File: config.mk
export PLATFORM = sky130hd
export DESIGN_NAME = clock_buffer_config_regs
export DESIGN_NICKNAME = d
export VERILOG_FILES = /design/src/verilog/clkbuf_cfg_pkg.sv /design/src/verilog/clock_buffer_config_regs.sv
export VERILOG_INCLUDE_DIRS = /design/src /design/src/verilog
export SDC_FILE = /design/constraint.sdc
export NUM_CORES = 1
export LEC_CHECK = 0
export ABC_CLOCK_PERIOD_IN_PS = 7800
export BUFFER_PORTS_ARGS = -buffer_cell sky130_fd_sc_hd__clkbuf_2
export CAP_MARGIN = 20
export CORE_ASPECT_RATIO = 1.1
export CORE_MARGIN = 2
export CORE_UTILIZATION = 40
export CTS_BUF_LIST = sky130_fd_sc_hd__clkbuf_4 sky130_fd_sc_hd__clkbuf_8 sky130_fd_sc_hd__clkbuf_16
export CTS_CLUSTER_SIZE = 40
export DETAILED_ROUTE_END_ITERATION = 16
export PLACE_DENSITY = 0.52
export SYNTH_ARGS = -nofsm -noshare
export SYNTH_HDL_FRONTEND = slang
export SYNTH_SLANG_ARGS = --single-unit
File: constraint.sdc
create_clock -name clk -period 7.8 [get_ports clk]
set_clock_uncertainty 0.1 [all_clocks]
set_input_delay 0.78 -clock clk [delete_from_list [all_inputs] [get_ports clk]]
set_output_delay 0.78 -clock clk [all_outputs]
set_load 0.01 [all_outputs]
File: src/verilog/clkbuf_cfg_map.svh
// Offsets, field positions, reset values and masks of the clock buffer register bank
`ifndef CLKBUF_CFG_MAP_SVH
`define CLKBUF_CFG_MAP_SVH
`define BUS_TARGET_ADDR 7'h6D
`define OFS_OUTPUT_ENABLE 3'h0
`define OFS_MODE_CONTROL 3'h1
`define OFS_OUTPUT_SLEW 3'h2
`define OFS_FREQ_SELECT 3'h3
`define OFS_RESERVED 3'h4
`define OFS_REV_VENDOR 3'h5
`define OFS_TYPE_ID 3'h6
`define OFS_READ_LENGTH 3'h7
`define BIT_SECOND_ENABLE 5
`define BIT_FIRST_ENABLE 3
`define BIT_MODE_SOURCE 5
`define BIT_SECOND_EDGE 5
`define BIT_FIRST_EDGE 3
`define BIT_FREQ_SW_EN 5
`define BIT_FEEDBACK_EDGE 0
`define RST_OUTPUT_ENABLE 8'hFF
`define RST_MODE_CONTROL 8'h06
`define RST_OUTPUT_SLEW 8'hFF
`define RST_FREQ_SELECT 8'hC7
`define RST_RESERVED 8'hFF
`define RST_READ_LENGTH 8'h08
`define MSK_OUTPUT_ENABLE 8'h28
`define MSK_MODE_CONTROL 8'h3B
`define MSK_OUTPUT_SLEW 8'h28
`define MSK_FREQ_SELECT 8'h39
`define MSK_READ_LENGTH 8'h1F
`define TYPE_ZERO_DELAY 2'h1
`endif

File: src/verilog/clkbuf_cfg_pkg.sv
// Types shared by the clock buffer register bank
`default_nettype none
package clkbuf_cfg_pkg;
	typedef enum logic [2:0] {
		st_idle, st_addr, st_cmd, st_wcnt, st_wdata, st_rdata
	} bus_state_t;
	typedef struct packed {
		logic first_run;
		logic second_run;
		logic first_fast;
		logic second_fast;
		logic feedback_fast;
		logic [1:0] operating_mode;
		logic freq_sw_active;
		logic [1:0] frequency_code;
	} cfg_t;
endpackage
`default_nettype wire

File: src/verilog/clock_buffer_config_regs.sv
// Serial-bus register bank of a two-output clock buffer
`timescale 1ns/1ps
`default_nettype none
`include "clkbuf_cfg_map.svh"
//
// Overview of operation
// (RL1) A cleared output enable bit forces that pair low, overriding the enable pin.
// (RL2) Software mode and frequency bits act only while mode-source bit is one.
// (RL3) Second output edge bit: read/write, powers up one, one means fast.
// (RL4) First output edge bit: read/write, powers up one, one means fast.
// (RL5) Software frequency enable bit: read/write, powers up zero, one enables.
// (RL6) Two-bit read/write frequency code powers up as zero.
// (RL7) Feedback edge bit: read/write, powers up one, one selects faster edge.
// (RL8) Revision and vendor byte is read-only and fixed.
// (RL9) Type and identifier byte is read-only; type field says zero-delay buffer.
// (RL10) Read length field sets block read length, defaults eight, upper bits zero.
// (RL11) Device is a target only and answers its one fixed address.
// (RL12) Block write: index, count, data; block read: index, restart, count, data.
// (RL13) Host may stop after any byte; finished bytes stay, bus is released.
// (RL14) Mode-source bit picks strap readback at zero, software mode at one.
// (RL15) Writes to reserved and read-only bits are ignored; they read power-up values.
module clock_buffer_config_regs
	import clkbuf_cfg_pkg::*;
#(
	parameter logic [3:0] REVISION = 4'h1,
	parameter logic [3:0] VENDOR = 4'h5,
	parameter logic [5:0] PART_ID = 6'h15
) (
	input wire logic clk,
	input wire logic rstn,
	input wire logic scl_in,
	input wire logic sda_in,
	output logic sda_out,
	output logic sda_oe,
	input wire logic first_enable_n,
	input wire logic second_enable_n,
	input wire logic [1:0] strap_mode,
	output cfg_t cfg
);
	// Revision, vendor and identifier values are arbitrary
	// (RL8) fixed revision vendor
	localparam logic [7:0] REV_VENDOR = {REVISION, VENDOR};
	// (RL9) fixed type identifier
	localparam logic [7:0] TYPE_ID = {`TYPE_ZERO_DELAY, PART_ID};

	////////////////////////////////////////////////////////////////////////////////
	// Bus line edges

	logic scl_q, sda_q;
	wire scl_rise = scl_in & ~scl_q;
	wire scl_fall = ~scl_in & scl_q;
	wire start_seen = scl_in & scl_q & sda_q & ~sda_in;
	wire stop_seen = scl_in & scl_q & ~sda_q & sda_in;

	always_ff @(posedge clk or negedge rstn) begin
		if (!rstn) begin
			scl_q <= 1'b1;
			sda_q <= 1'b1;
		end else begin
			scl_q <= scl_in;
			sda_q <= sda_in;
		end
	end

	////////////////////////////////////////////////////////////////////////////////
	// Register storage and decode

	logic [7:0] bank_reg [0:7];
	logic [1:0] strap_reg;
	logic strap_taken_reg;
	logic [7:0] index_reg;
	logic [7:0] rx_reg, tx_reg;
	logic [7:0] wr_left_reg, rd_left_reg;
	logic [3:0] bit_reg;
	bus_state_t state_reg;

	wire in_range = (index_reg[7:3] == 5'h0);
	wire [2:0] idx = index_reg[2:0];
	wire [7:0] wmask = (idx == `OFS_OUTPUT_ENABLE) ? `MSK_OUTPUT_ENABLE :
		(idx == `OFS_MODE_CONTROL) ? `MSK_MODE_CONTROL :
		(idx == `OFS_OUTPUT_SLEW) ? `MSK_OUTPUT_SLEW :
		(idx == `OFS_FREQ_SELECT) ? `MSK_FREQ_SELECT :
		(idx == `OFS_READ_LENGTH) ? `MSK_READ_LENGTH : 8'h00;
	wire [7:0] rd_byte = !in_range ? 8'h00 :
		(idx == `OFS_MODE_CONTROL) ? {strap_reg, bank_reg[idx][5:0]} : bank_reg[idx];
	wire byte_done = scl_fall && bit_reg == 4'h7;
	wire ack_done = scl_fall && bit_reg == 4'h8;
	wire addr_hit = rx_reg[7:1] == `BUS_TARGET_ADDR;
	wire write_now = byte_done && state_reg == st_wdata && wr_left_reg != 8'h00;
	wire [7:0] write_val = (rx_reg & wmask) | (bank_reg[idx] & ~wmask);

	// Ignored write bits
	always_ff @(posedge clk or negedge rstn) begin
		if (!rstn) begin
			bank_reg[0] <= `RST_OUTPUT_ENABLE;
			bank_reg[1] <= `RST_MODE_CONTROL;
			bank_reg[2] <= `RST_OUTPUT_SLEW;
			bank_reg[3] <= `RST_FREQ_SELECT;
			bank_reg[4] <= `RST_RESERVED;
			bank_reg[5] <= REV_VENDOR;
			bank_reg[6] <= TYPE_ID;
			bank_reg[7] <= `RST_READ_LENGTH;
		end else if (write_now && in_range) begin
			// (RL15) masked write
			bank_reg[idx] <= write_val;
		end
	end

	// Strap level caught after release
	always_ff @(posedge clk or negedge rstn) begin
		if (!rstn) begin
			strap_reg <= 2'h0;
			strap_taken_reg <= 1'b0;
		end else if (!strap_taken_reg) begin
			strap_reg <= strap_mode;
			strap_taken_reg <= 1'b1;
		end
	end

	////////////////////////////////////////////////////////////////////////////////
	// Bus target engine

	wire tx_mode = state_reg == st_rdata;

	always_ff @(posedge clk or negedge rstn) begin
		if (!rstn) begin
			state_reg <= st_idle;
			bit_reg <= 4'h0;
			rx_reg <= 8'h00;
			tx_reg <= 8'hFF;
			index_reg <= 8'h00;
			wr_left_reg <= 8'h00;
			rd_left_reg <= 8'h00;
			sda_oe <= 1'b0;
		end else if (start_seen) begin
			state_reg <= st_addr;
			bit_reg <= 4'hF;
			sda_oe <= 1'b0;
		end else if (stop_seen) begin
			// (RL13) release on stop
			state_reg <= st_idle;
			sda_oe <= 1'b0;
		end else if (state_reg == st_idle) begin
			sda_oe <= 1'b0;
		end else if (scl_fall && bit_reg == 4'hF) begin
			// Hold fall after start is no bit
			bit_reg <= 4'h0;
		end else if (scl_rise && bit_reg < 4'h8 && !tx_mode) begin
			rx_reg <= {rx_reg[6:0], sda_in};
		end else if (scl_rise && bit_reg == 4'h8 && tx_mode) begin
			// (RL13) host refusal ends read
			if (sda_in) begin
				state_reg <= st_idle;
			end else if (rd_left_reg == 8'h00) begin
				tx_reg <= 8'hFF;
			end else begin
				tx_reg <= rd_byte;
				index_reg <= index_reg + 8'h01;
				rd_left_reg <= rd_left_reg - 8'h01;
			end
		end else if (byte_done) begin
			bit_reg <= 4'h8;
			sda_oe <= !tx_mode && (state_reg != st_addr || addr_hit);
			unique case (state_reg)
				// (RL11) address match
				st_addr: begin
					if (!addr_hit) begin
						state_reg <= st_idle;
					end else if (rx_reg[0]) begin
						// (RL12) count leads read
						// (RL10) programmed read length
						tx_reg <= {3'h0, bank_reg[`OFS_READ_LENGTH][4:0]};
						rd_left_reg <= {3'h0, bank_reg[`OFS_READ_LENGTH][4:0]};
					end else begin
						state_reg <= st_cmd;
					end
				end
				st_cmd: begin
					index_reg <= rx_reg;
					state_reg <= st_wcnt;
				end
				st_wcnt: begin
					wr_left_reg <= rx_reg;
					state_reg <= st_wdata;
				end
				st_wdata: begin
					// (RL12) consecutive data bytes
					if (wr_left_reg != 8'h00) begin
						index_reg <= index_reg + 8'h01;
						wr_left_reg <= wr_left_reg - 8'h01;
					end
				end
				st_rdata: begin
				end
			endcase
		end else if (ack_done) begin
			bit_reg <= 4'h0;
			sda_oe <= (tx_mode || state_reg == st_addr) && !tx_reg[7];
			// Read starts once address ack ends
			if (state_reg == st_addr) begin
				state_reg <= st_rdata;
			end
		end else if (scl_fall && bit_reg < 4'h7) begin
			bit_reg <= bit_reg + 4'h1;
			if (tx_mode) begin
				tx_reg <= {tx_reg[6:0], 1'b1};
				sda_oe <= !tx_reg[6];
			end
		end
	end

	always_ff @(posedge clk or negedge rstn) begin
		if (!rstn) begin
			sda_out <= 1'b0;
		end else begin
			sda_out <= 1'b0;
		end
	end

	////////////////////////////////////////////////////////////////////////////////
	// Configuration outputs

	wire sw_mode = bank_reg[`OFS_MODE_CONTROL][`BIT_MODE_SOURCE];
	wire freq_sw = bank_reg[`OFS_FREQ_SELECT][`BIT_FREQ_SW_EN];
	cfg_t cfg_next;

	always_comb begin
		// (RL1) enable bit over pin
		cfg_next.first_run = bank_reg[`OFS_OUTPUT_ENABLE][`BIT_FIRST_ENABLE] & ~first_enable_n;
		cfg_next.second_run = bank_reg[`OFS_OUTPUT_ENABLE][`BIT_SECOND_ENABLE] & ~second_enable_n;
		// (RL4) first edge speed
		cfg_next.first_fast = bank_reg[`OFS_OUTPUT_SLEW][`BIT_FIRST_EDGE];
		// (RL3) second edge speed
		cfg_next.second_fast = bank_reg[`OFS_OUTPUT_SLEW][`BIT_SECOND_EDGE];
		// (RL7) feedback edge speed
		cfg_next.feedback_fast = bank_reg[`OFS_FREQ_SELECT][`BIT_FEEDBACK_EDGE];
		// (RL14) mode source select
		cfg_next.operating_mode = sw_mode ? bank_reg[`OFS_MODE_CONTROL][4:3] : strap_reg;
		// (RL2) gated software frequency
		cfg_next.freq_sw_active = sw_mode & freq_sw;
		// (RL5) (RL6) frequency code
		cfg_next.frequency_code = (sw_mode & freq_sw) ? bank_reg[`OFS_FREQ_SELECT][4:3] : 2'h0;
	end

	always_ff @(posedge clk or negedge rstn) begin
		if (!rstn) begin
			cfg <= '0;
		end else begin
			cfg <= cfg_next;
		end
	end

	////////////////////////////////////////////////////////////////////////////////
	// Checks

	property p_first_forced;
		@(posedge clk) disable iff (!rstn)
		!bank_reg[0][`BIT_FIRST_ENABLE] |=> !cfg.first_run;
	endproperty
	a_first_forced: assert property (p_first_forced) else $error("first pair not forced low"); // RL1

	property p_sw_ignored;
		@(posedge clk) disable iff (!rstn)
		!sw_mode |=> (cfg.operating_mode == $past(strap_reg)) && !cfg.freq_sw_active;
	endproperty
	a_sw_ignored: assert property (p_sw_ignored) else $error("software bits acted while off"); // RL2

	property p_second_edge;
		@(posedge clk) disable iff (!rstn)
		write_now && idx == `OFS_OUTPUT_SLEW ##2 1 |-> cfg.second_fast == $past(rx_reg[5], 2);
	endproperty
	a_second_edge: assert property (p_second_edge) else $error("second edge bit lost"); // RL3

	property p_first_edge;
		@(posedge clk) disable iff (!rstn)
		write_now && idx == `OFS_OUTPUT_SLEW ##2 1 |-> cfg.first_fast == $past(rx_reg[3], 2);
	endproperty
	a_first_edge: assert property (p_first_edge) else $error("first edge bit lost"); // RL4

	property p_freq_code;
		@(posedge clk) disable iff (!rstn)
		sw_mode && freq_sw |=> cfg.frequency_code == $past(bank_reg[3][4:3]);
	endproperty
	a_freq_code: assert property (p_freq_code) else $error("frequency code not applied"); // RL6

	property p_feedback;
		@(posedge clk) disable iff (!rstn)
		$changed(bank_reg[3][0]) |=> cfg.feedback_fast == $past(bank_reg[3][0]);
	endproperty
	a_feedback: assert property (p_feedback) else $error("feedback edge not followed"); // RL7

	property p_fixed_ids;
		@(posedge clk) disable iff (!rstn)
		bank_reg[5] == REV_VENDOR && bank_reg[6] == TYPE_ID && bank_reg[4] == `RST_RESERVED;
	endproperty
	a_fixed_ids: assert property (p_fixed_ids) else $error("read-only byte changed"); // RL8

	property p_type_read;
		@(posedge clk) disable iff (!rstn)
		index_reg == 8'h06 |-> rd_byte[7:6] == `TYPE_ZERO_DELAY;
	endproperty
	a_type_read: assert property (p_type_read) else $error("type field wrong"); // RL9

	property p_length_top;
		@(posedge clk) disable iff (!rstn)
		bank_reg[7][7:5] == 3'h0;
	endproperty
	a_length_top: assert property (p_length_top) else $error("length upper bits set"); // RL10

	property p_no_foreign_ack;
		@(posedge clk) disable iff (!rstn)
		byte_done && state_reg == st_addr && !addr_hit |=> !sda_oe && state_reg == st_idle;
	endproperty
	a_no_foreign_ack: assert property (p_no_foreign_ack) else $error("acked foreign address"); // RL11

	property p_stop_release;
		@(posedge clk) disable iff (!rstn)
		stop_seen && !start_seen |=> !sda_oe ##1 !sda_oe;
	endproperty
	a_stop_release: assert property (p_stop_release) else $error("bus held after stop"); // RL13

	property p_mask_write;
		@(posedge clk) disable iff (!rstn)
		write_now && in_range |=> (bank_reg[$past(idx)] & ~$past(wmask)) ==
			($past(bank_reg[idx]) & ~$past(wmask));
	endproperty
	a_mask_write: assert property (p_mask_write) else $error("protected bits written"); // RL15

endmodule
`default_nettype wire

==> results.md, run 1 <==
* Outcome: completed
* Leakage power figure at 2.99 nW
* Syn_area_per_cell at 9.54 um^2
* Share of synthesized registers carrying an async set or reset at 1.00
* Area inside the core boundary at 15,700 um^2
* Min-Delay Startpoint: bank_reg[30]
* Number of max-cap violations at 0
* Fraction of final layout cells with drive strength greater than 1 at 0.199
* Number of global-route vias before repair at between 4,000 and 5,000
* Via count at slightly below 5,000
* Peak supply drop at 0.177 mV
* Pre-CTS setup slack at 4270 ps
* IO buf count at 18
* Count of mapped cells out of synthesis at 675
* Worst slew pin tran at ~1000 ps
* Cts-stage hold buffer count at 0
* Worst hold slack after final layout at 263 ps
* Critical Path End Type: register
* CTS tree: built
* Total standard cell area after synthesis at 6440 um^2
* Fill cell total of the finished layout at between 1,500 and 2,000
* Buffer count from post-CTS setup fixing at 0
* Wire length of the first global-routing pass at 26.8 mm
* Crit path setup slack, layout at about 4200 ps
* Total placed cells including tap cells at 838
* Worst path arrival time at 3720 ps
* Normalized max-slew margin at 0.318
* Die Wd at 125 um
* R2r startpoint: index_reg[1]
* Worst-path clk slew at around 50 ps
* Synth unique cells at 69
* Final HPWL DP at 11.0 mm
* Cell row count at 48
* Reg2reg setup slack at 4250 ps
* Floorplan die area at 17,100 um^2
* Required time worst endpoint at 7970 ps
* Cell area reported after detailed placement at 6550 um^2
* Filler-free cell count of the finished design at 870
* Initial Utilization at 0.409
* Height of the die at between 100 and 150 um
* Clock tree root buffer cell: clkbuf_16
* Critical Setup Path Class: reg -> reg
* Count of flip-flops with a built-in enable after synthesis at 0
* Post-route antenna net violation count at 0
* DR DRC count at 0
* Avg Vias per Cell at 5.72
* Max-slew violations at 0
* Diode insertion count for antenna repair at 0
* Signed area change from the synthesized netlist to the final layout at 12.1%
* Flip-flop and latch count after synthesis at 127
* Number of nets in the synthesized netlist at 694
* Total congestion overflow after global routing at 0
* Worst Hold Path Cells at 0
* Startpoint Class: register
* Max Fanout on Critical Path at 28
* Final core utilization at 0.459
* Finished layout cell area at 7220 um^2
* Cell taking the most area after synthesis: dfrtp_1
* Top cell types by occurrence after synthesis: o21ai_0 (83), dfrtp_1 (78), nand2_1 (74)
* Max reg flops at 64
* Total routing usage reported by global routing at 0.200
* Count of H-tree levels built during CTS at 4
* Initial antenna violation count at 0
* Share of synthesized area occupied by flip-flops and latches at 0.503
* Number of sinks driven by the clock tree at 127
* Final Total Pwr at around 2.3 mW
* Buffer levels on the longest clock path at 2
* Final GP Congestion at 0.858
* Warning count from the yosys run at 0
* Sum of negative setup slack at 0 ps
* Clock latency on the worst-skew pair at about 400 ps
* Cell types occupying the most area after synthesis: dfrtp_1 (30%), dfstp_2 (20%), o21ai_0 (6.5%)
* Wire length after detailed routing at about 16 mm
* Minimum clock period after layout at ~3600 ps
* Top cell type's share of synthesized area at 0.303
* Achievable Freq at 0.282 GHz
* Setup-failing EPs final at 0
* Most frequently used cell type in the post-synthesis netlist: o21ai_0
* Number of gates given a new drive strength after cts at 0
* Hold-critical path endpoint: bank_reg[30]
* Path depth of the worst reg2reg path at 7
* Type of the worst min-delay path: reg -> reg
* Worst r2r dst: bank_reg[0]
* Share of the clock period used by the worst path after layout at 0.455
* Maximum number of pins on one net before global-route repair at 70
* Number of design-rule violations left by the first detailed-router iteration at about 330
* Nets at 676
* Routed length per instance at 18.7 um
* Number of failing hold endpoints at the final stage at 0
* Pwr dens at approximately 320 nW/um^2
* Number of iterations in the first detailed-routing pass at 5
* Most used flip-flop cell after synthesis: dfrtp_1
* I/O Pins at 20
* Unrepaired setup endpoints after global routing: no
* Total CTS buffers at 17
[final cells by class]
type,count,area [um^2],area share
inverters,14,52.6,0.00728
flip-flops and latches,127,3240,0.449
clock inverters,10,183,0.0253
clock buffers,22,482,0.0668
repair buffers,20,108,0.0149
multi-input cells,477,2900,0.402
well taps,200,250,0.0347
[metal layers]
metal | track usage | part of all wire | wire [um] | up-vias
met5 | 0 | 0 | 0 | -
met4 | 0.0858 | 0.025 | 410 | 0
met3 | 0.0450 | 0.041 | 660 | 31
met2 | 0.341 | 0.49 | 7890 | 115
met1 | 0.246 | 0.45 | 7270 | 2455
li1 | - | - | - | 2374
[layout by cell type, fill, tap and decap left out, types with 4 or more instances in the layout]
cell        n
clkbuf_16  17
clkbuf_2   17
nand2_1    74
mux2i_1    20
and3_1     10
ha_1       11
nor3b_1     4
a22oi_1     6
inv_1      13
or3_1       6
o22a_1      4
bufinv_16   5
dfstp_2    49
nand3_1    17
o21ai_1    16
a21oi_1    36
nor3_1     15
nor2_1     56
mux2_2     20
nor2b_1     5
o22ai_1     7
nand2b_1    7
dfrtp_1    78
a31oi_1    10
o21ai_0    83
a221oi_1    9
[how the worst max path moves through the flow]
stage,from,to,depth (start not counted)
3_5_place_dp,index_reg[1],bank_reg[0],7
4_1_cts,index_reg[1],bank_reg[0],7
3_3_place_gp,index_reg[1],bank_reg[0],7
2_1_floorplan,scl_in,index_reg[3],7
5_1_grt,index_reg[1],bank_reg[0],7
6_report,index_reg[1],bank_reg[0],7
[worst max-delay path, stage by stage, from the launching register on]
cell      delay [ps]
dfrtp_1         1010
clkinv_1         550
ha_1             370
nand2b_1         190
o21a_1           150
o22a_1           190
mux2i_1          630
o21ai_0          190
[cell families after synthesis]
family | Yosys count | share of synthesized area
simple gates | 218 | 0.164
mux | 40 | 0.0661
fa+ha+maj | 11 | 0.0214
buf+inv | 71 | 0.0459
other cells | 2 | 0.00117
xor+xnor | 1 | 0.00136
compound gates | 205 | 0.196
flops | 127 | 0.503
[where the power goes]
part | switching [mW] | internal [mW] | total, mW | leakage, nW
clock | 0.288 | 0.598 | 0.886 | 0.319
sequential | 0.130 | 0.749 | 0.879 | 1.54
combinational | 0.331 | 0.192 | 0.523 | 1.12
total | 0.749 | 1.54 | 2.29 | 2.99
Note: power is estimated with default switching activity, not from simulation.
==> inputs of run 2 (changes only) <==
--- a/config.mk
+++ b/config.mk
@@ -6,7 +6,7 @@
 export SDC_FILE = /design/constraint.sdc
 export NUM_CORES = 1
 export LEC_CHECK = 0
-export ABC_CLOCK_PERIOD_IN_PS = 7800
+export ABC_CLOCK_PERIOD_IN_PS = 3200
 export BUFFER_PORTS_ARGS = -buffer_cell sky130_fd_sc_hd__clkbuf_2
 export CAP_MARGIN = 20
 export CORE_ASPECT_RATIO = 1.1
@@ -15,7 +15,7 @@
 export CTS_BUF_LIST = sky130_fd_sc_hd__clkbuf_4 sky130_fd_sc_hd__clkbuf_8 sky130_fd_sc_hd__clkbuf_16
 export CTS_CLUSTER_SIZE = 40
 export DETAILED_ROUTE_END_ITERATION = 16
-export PLACE_DENSITY = 0.52
+export PLACE_DENSITY = 0.54
 export SYNTH_ARGS = -nofsm -noshare
 export SYNTH_HDL_FRONTEND = slang
 export SYNTH_SLANG_ARGS = --single-unit
==> constraint.sdc (replaced) <==
create_clock -name clk -period 3.2 [get_ports clk]
set_clock_uncertainty 0.1 [all_clocks]
set_input_delay 0.32 -clock clk [delete_from_list [all_inputs] [get_ports clk]]
set_output_delay 0.32 -clock clk [all_outputs]
set_load 0.01 [all_outputs]
==> run 2 against run 1 <==
- sequential cell count unchanged
- sequential share of layout area decreased by 0.60 points
- clock power increased by 110%
- total power increased by 130%
- largest power group is now sequential cells
- worst setup slack got worse by 3800 ps
- critical path depth unchanged
- highest routed layer unchanged
- sequential power increased by 140%
==> results.md, run 2 (synthesized netlist as in run 1, its figures left out) <==
* Outcome: completed
* Via count at 5,046 (+1.4%)
* Achievable Freq at 0.361 GHz (+28%)
* Cell row count at 48 (unchanged)
* Post-route antenna net violation count at 0 (unchanged)
* Normalized max-slew margin at 0.467 (+0.149)
* Number of gates given a new drive strength after cts at 0 (unchanged)
* Minimum clock period after layout at 2770 ps (-783 ps)
* Number of sinks driven by the clock tree at 127 (unchanged)
* Worst path arrival time at 2980 ps (-740 ps)
* Clock latency on the worst-skew pair at 420 ps (about the same)
* Max-slew violations at 0 (unchanged)
* Diode insertion count for antenna repair at 0 (unchanged)
* Number of failing hold endpoints at the final stage at 0 (unchanged)
* Peak supply drop at 0.435 mV (+150%)
* Power share of the sequential group at 0.395 (+0.011)
* Power spent charging and discharging nets at 1.91 mW (+150%)
* Area inside the core boundary at 15,700 um^2 (unchanged)
* Initial Utilization at 0.409 (unchanged)
* Slowest library cell on the worst path: or3_1
* Signed area change from the synthesized netlist to the final layout at 13.6%
* Fraction of final layout cells with drive strength greater than 1 at 0.218 (+0.0194)
* Combinational fraction of design power at 0.262 (+0.033)
* Commonest cells after routing, fill and taps aside: o21ai_0 (83), dfrtp_1 (78), nand2_1 (74), nor2_1 (56), dfstp_2 (49)
* Wire length of the first global-routing pass at 27.3 mm (+2.0%)
* Delay of the slowest cell on the worst path at 540 ps (-470 ps)
* Avg Vias per Cell at 5.65 (-1.2%)
* Max Fanout on Critical Path at 13 (-54%)
* Total routing usage reported by global routing at 0.203 (+0.00310)
* Critical Path, Cell by Cell: inv_1 > ha_1 > nand3b_4 > or3_1 > or3_1 > o211ai_2 > mux2_2
* Die Wd at 125 um (unchanged)
* Number of max-cap violations at 0 (unchanged)
* Share of the clock period used by the worst path after layout at 0.865 (+0.410)
* Maximum number of pins on one net before global-route repair at 57 (-19%)
* Worst hold slack after final layout at 32.7 ps (-230 ps)
* Total congestion overflow after global routing at 0 (unchanged)
* Setup-failing EPs final at 0 (unchanged)
* Fraction of power spent switching nets at 0.357 (+0.0300)
* Wire length after detailed routing at 16.4 mm (+0.81%)
* Clock tree root buffer cell: clkbuf_16
* IO buf count at 18 (unchanged)
* Critical Path End Type: register
* Initial antenna violation count at 0 (unchanged)
* Count of H-tree levels built during CTS at 4 (unchanged)
* Number of global-route vias before repair at 5,157 (+4.0%)
* Worst-path clk slew at 60 ps (about the same)
* I/O Pins at 20 (unchanged)
* Total CTS buffers at 17 (unchanged)
* Sum of negative setup slack at 0 ps (unchanged)
* Number of design-rule violations left by the first detailed-router iteration at 302 (-8.2%)
* Cell repeated most along the worst path: or3_1
* Worst slew pin tran at 794 ps (-229 ps)
* Most common library cell in the layout ignoring fill and taps: o21ai_0
* Required time worst endpoint at 3410 ps (-4560 ps)
* Floorplan die area at 17,100 um^2 (unchanged)
* Number of iterations in the first detailed-routing pass at 5 (unchanged)
* Height of the die at 137 um (unchanged)
* Final GP Congestion at 0.877 (+2.3%)
* Critical Setup Path Class: reg -> reg
* Buffer levels on the longest clock path at 2 (unchanged)
* Leakage power figure at 3.05 nW (+2.1%)
* Int Power at 3.44 mW (+120%)
* Clk pwr share at 0.343 (-0.044)
* Routed length per instance at 18.3 um (-1.8%)
* Startpoint Class: register
* Type of the worst min-delay path: in -> reg
* Crit path max-delay family: simple AND/OR/NAND/NOR gates
* Final HPWL DP at 11.4 mm (+3.8%)
* Nets at 699 (+3.4%)
* CTS tree: built
* Pwr dens at 731 nW/um^2 (+130%)
* Combined buffer and inverter count along the critical path at 1 (unchanged)
* DR DRC count at 0 (unchanged)
* Max reg flops at 64 (unchanged)
* Unrepaired setup endpoints after global routing: no
==> run 2: changes by cell type in the layout (fill, tap and decap cells not counted), sizes merged <==
| cell | change |
|---|---|
| buf | +18 |
| inv | +7 |
| bufinv | -5 |
| dlygate4sd3 | +5 |
| clkbuf | -2 |
==> run 2: layout make-up <==
type	count	area, um^2
multi-input combinational	477	2900
clock buffer	20	467
timing repair buffer	43	305
tap	200	250
clock inverter	12	97.6
fill	1491	8420
inverter	14	52.6
sequential	127	3240
==> run 2: worst register-to-register path, cell delays in order, from the launching register on <==
cell and delay, ps:
dfrtp_1 400, inv_1 110, ha_1 230, nand3b_4 150, or3_1 460, or3_1 540
o211ai_2 290, mux2_2 400
==> run 2: worst paths after layout <==
kind / start / end / slack, ps / cells past startpoint
worst max-delay path: bit_reg[0] / rd_left_reg[1] / 430 / 7
worst min-delay path: strap_mode[0] / strap_reg[0] / 30 / 2
worst max register to register: bit_reg[0] / rd_left_reg[1] / 430 / 7
worst min register to register: bank_reg[38] / bank_reg[38] / 260 / 0
max in group asynchronous: rstn / bank_reg[49] / 1790 / 3
min in group asynchronous: rstn / wr_left_reg[7] / 380 / 2
==> run 2: power by group through the flow <==
stage          clock network (mW)  registers, mW  logic [mW]
2_1_floorplan                   0           1.98        1.04
3_3_place_gp                    0           2.13        1.36
3_5_place_dp                    0           2.13        1.39
4_1_cts                      1.88           2.11        1.40
5_1_grt                      1.94           2.14        1.56
6_report                     1.83           2.11        1.40
==> run 2: per-stage QoR <==
stage	power (mW)	area [um^2]	util	std cells	worst slack [ps]
floorplan	3.02	6440	-	675	729
finish	5.34	7310	0.465	893	432
global placement	3.49	6700	0.426	856	519
CTS	5.39	7310	0.465	893	441
detailed placement	3.52	6700	0.426	856	458
global route	5.64	7310	0.465	893	278
==> run 2: repair_timing <==
| action | CTS | global route |
|---|---|---|
| hold buffers | 5 | 0 |
| hold endpoints to repair | 41 | 0 |
| setup buffers | 0 | 0 |
==> run 2: per-layer routing <==
metal	vias up	part of all wire	GRT usage
met5	-	0	0
met4	0	0.026	0.0772
met3	32	0.037	0.0469
met2	104	0.48	0.341
met1	2484	0.46	0.257
li1	2426	-	-
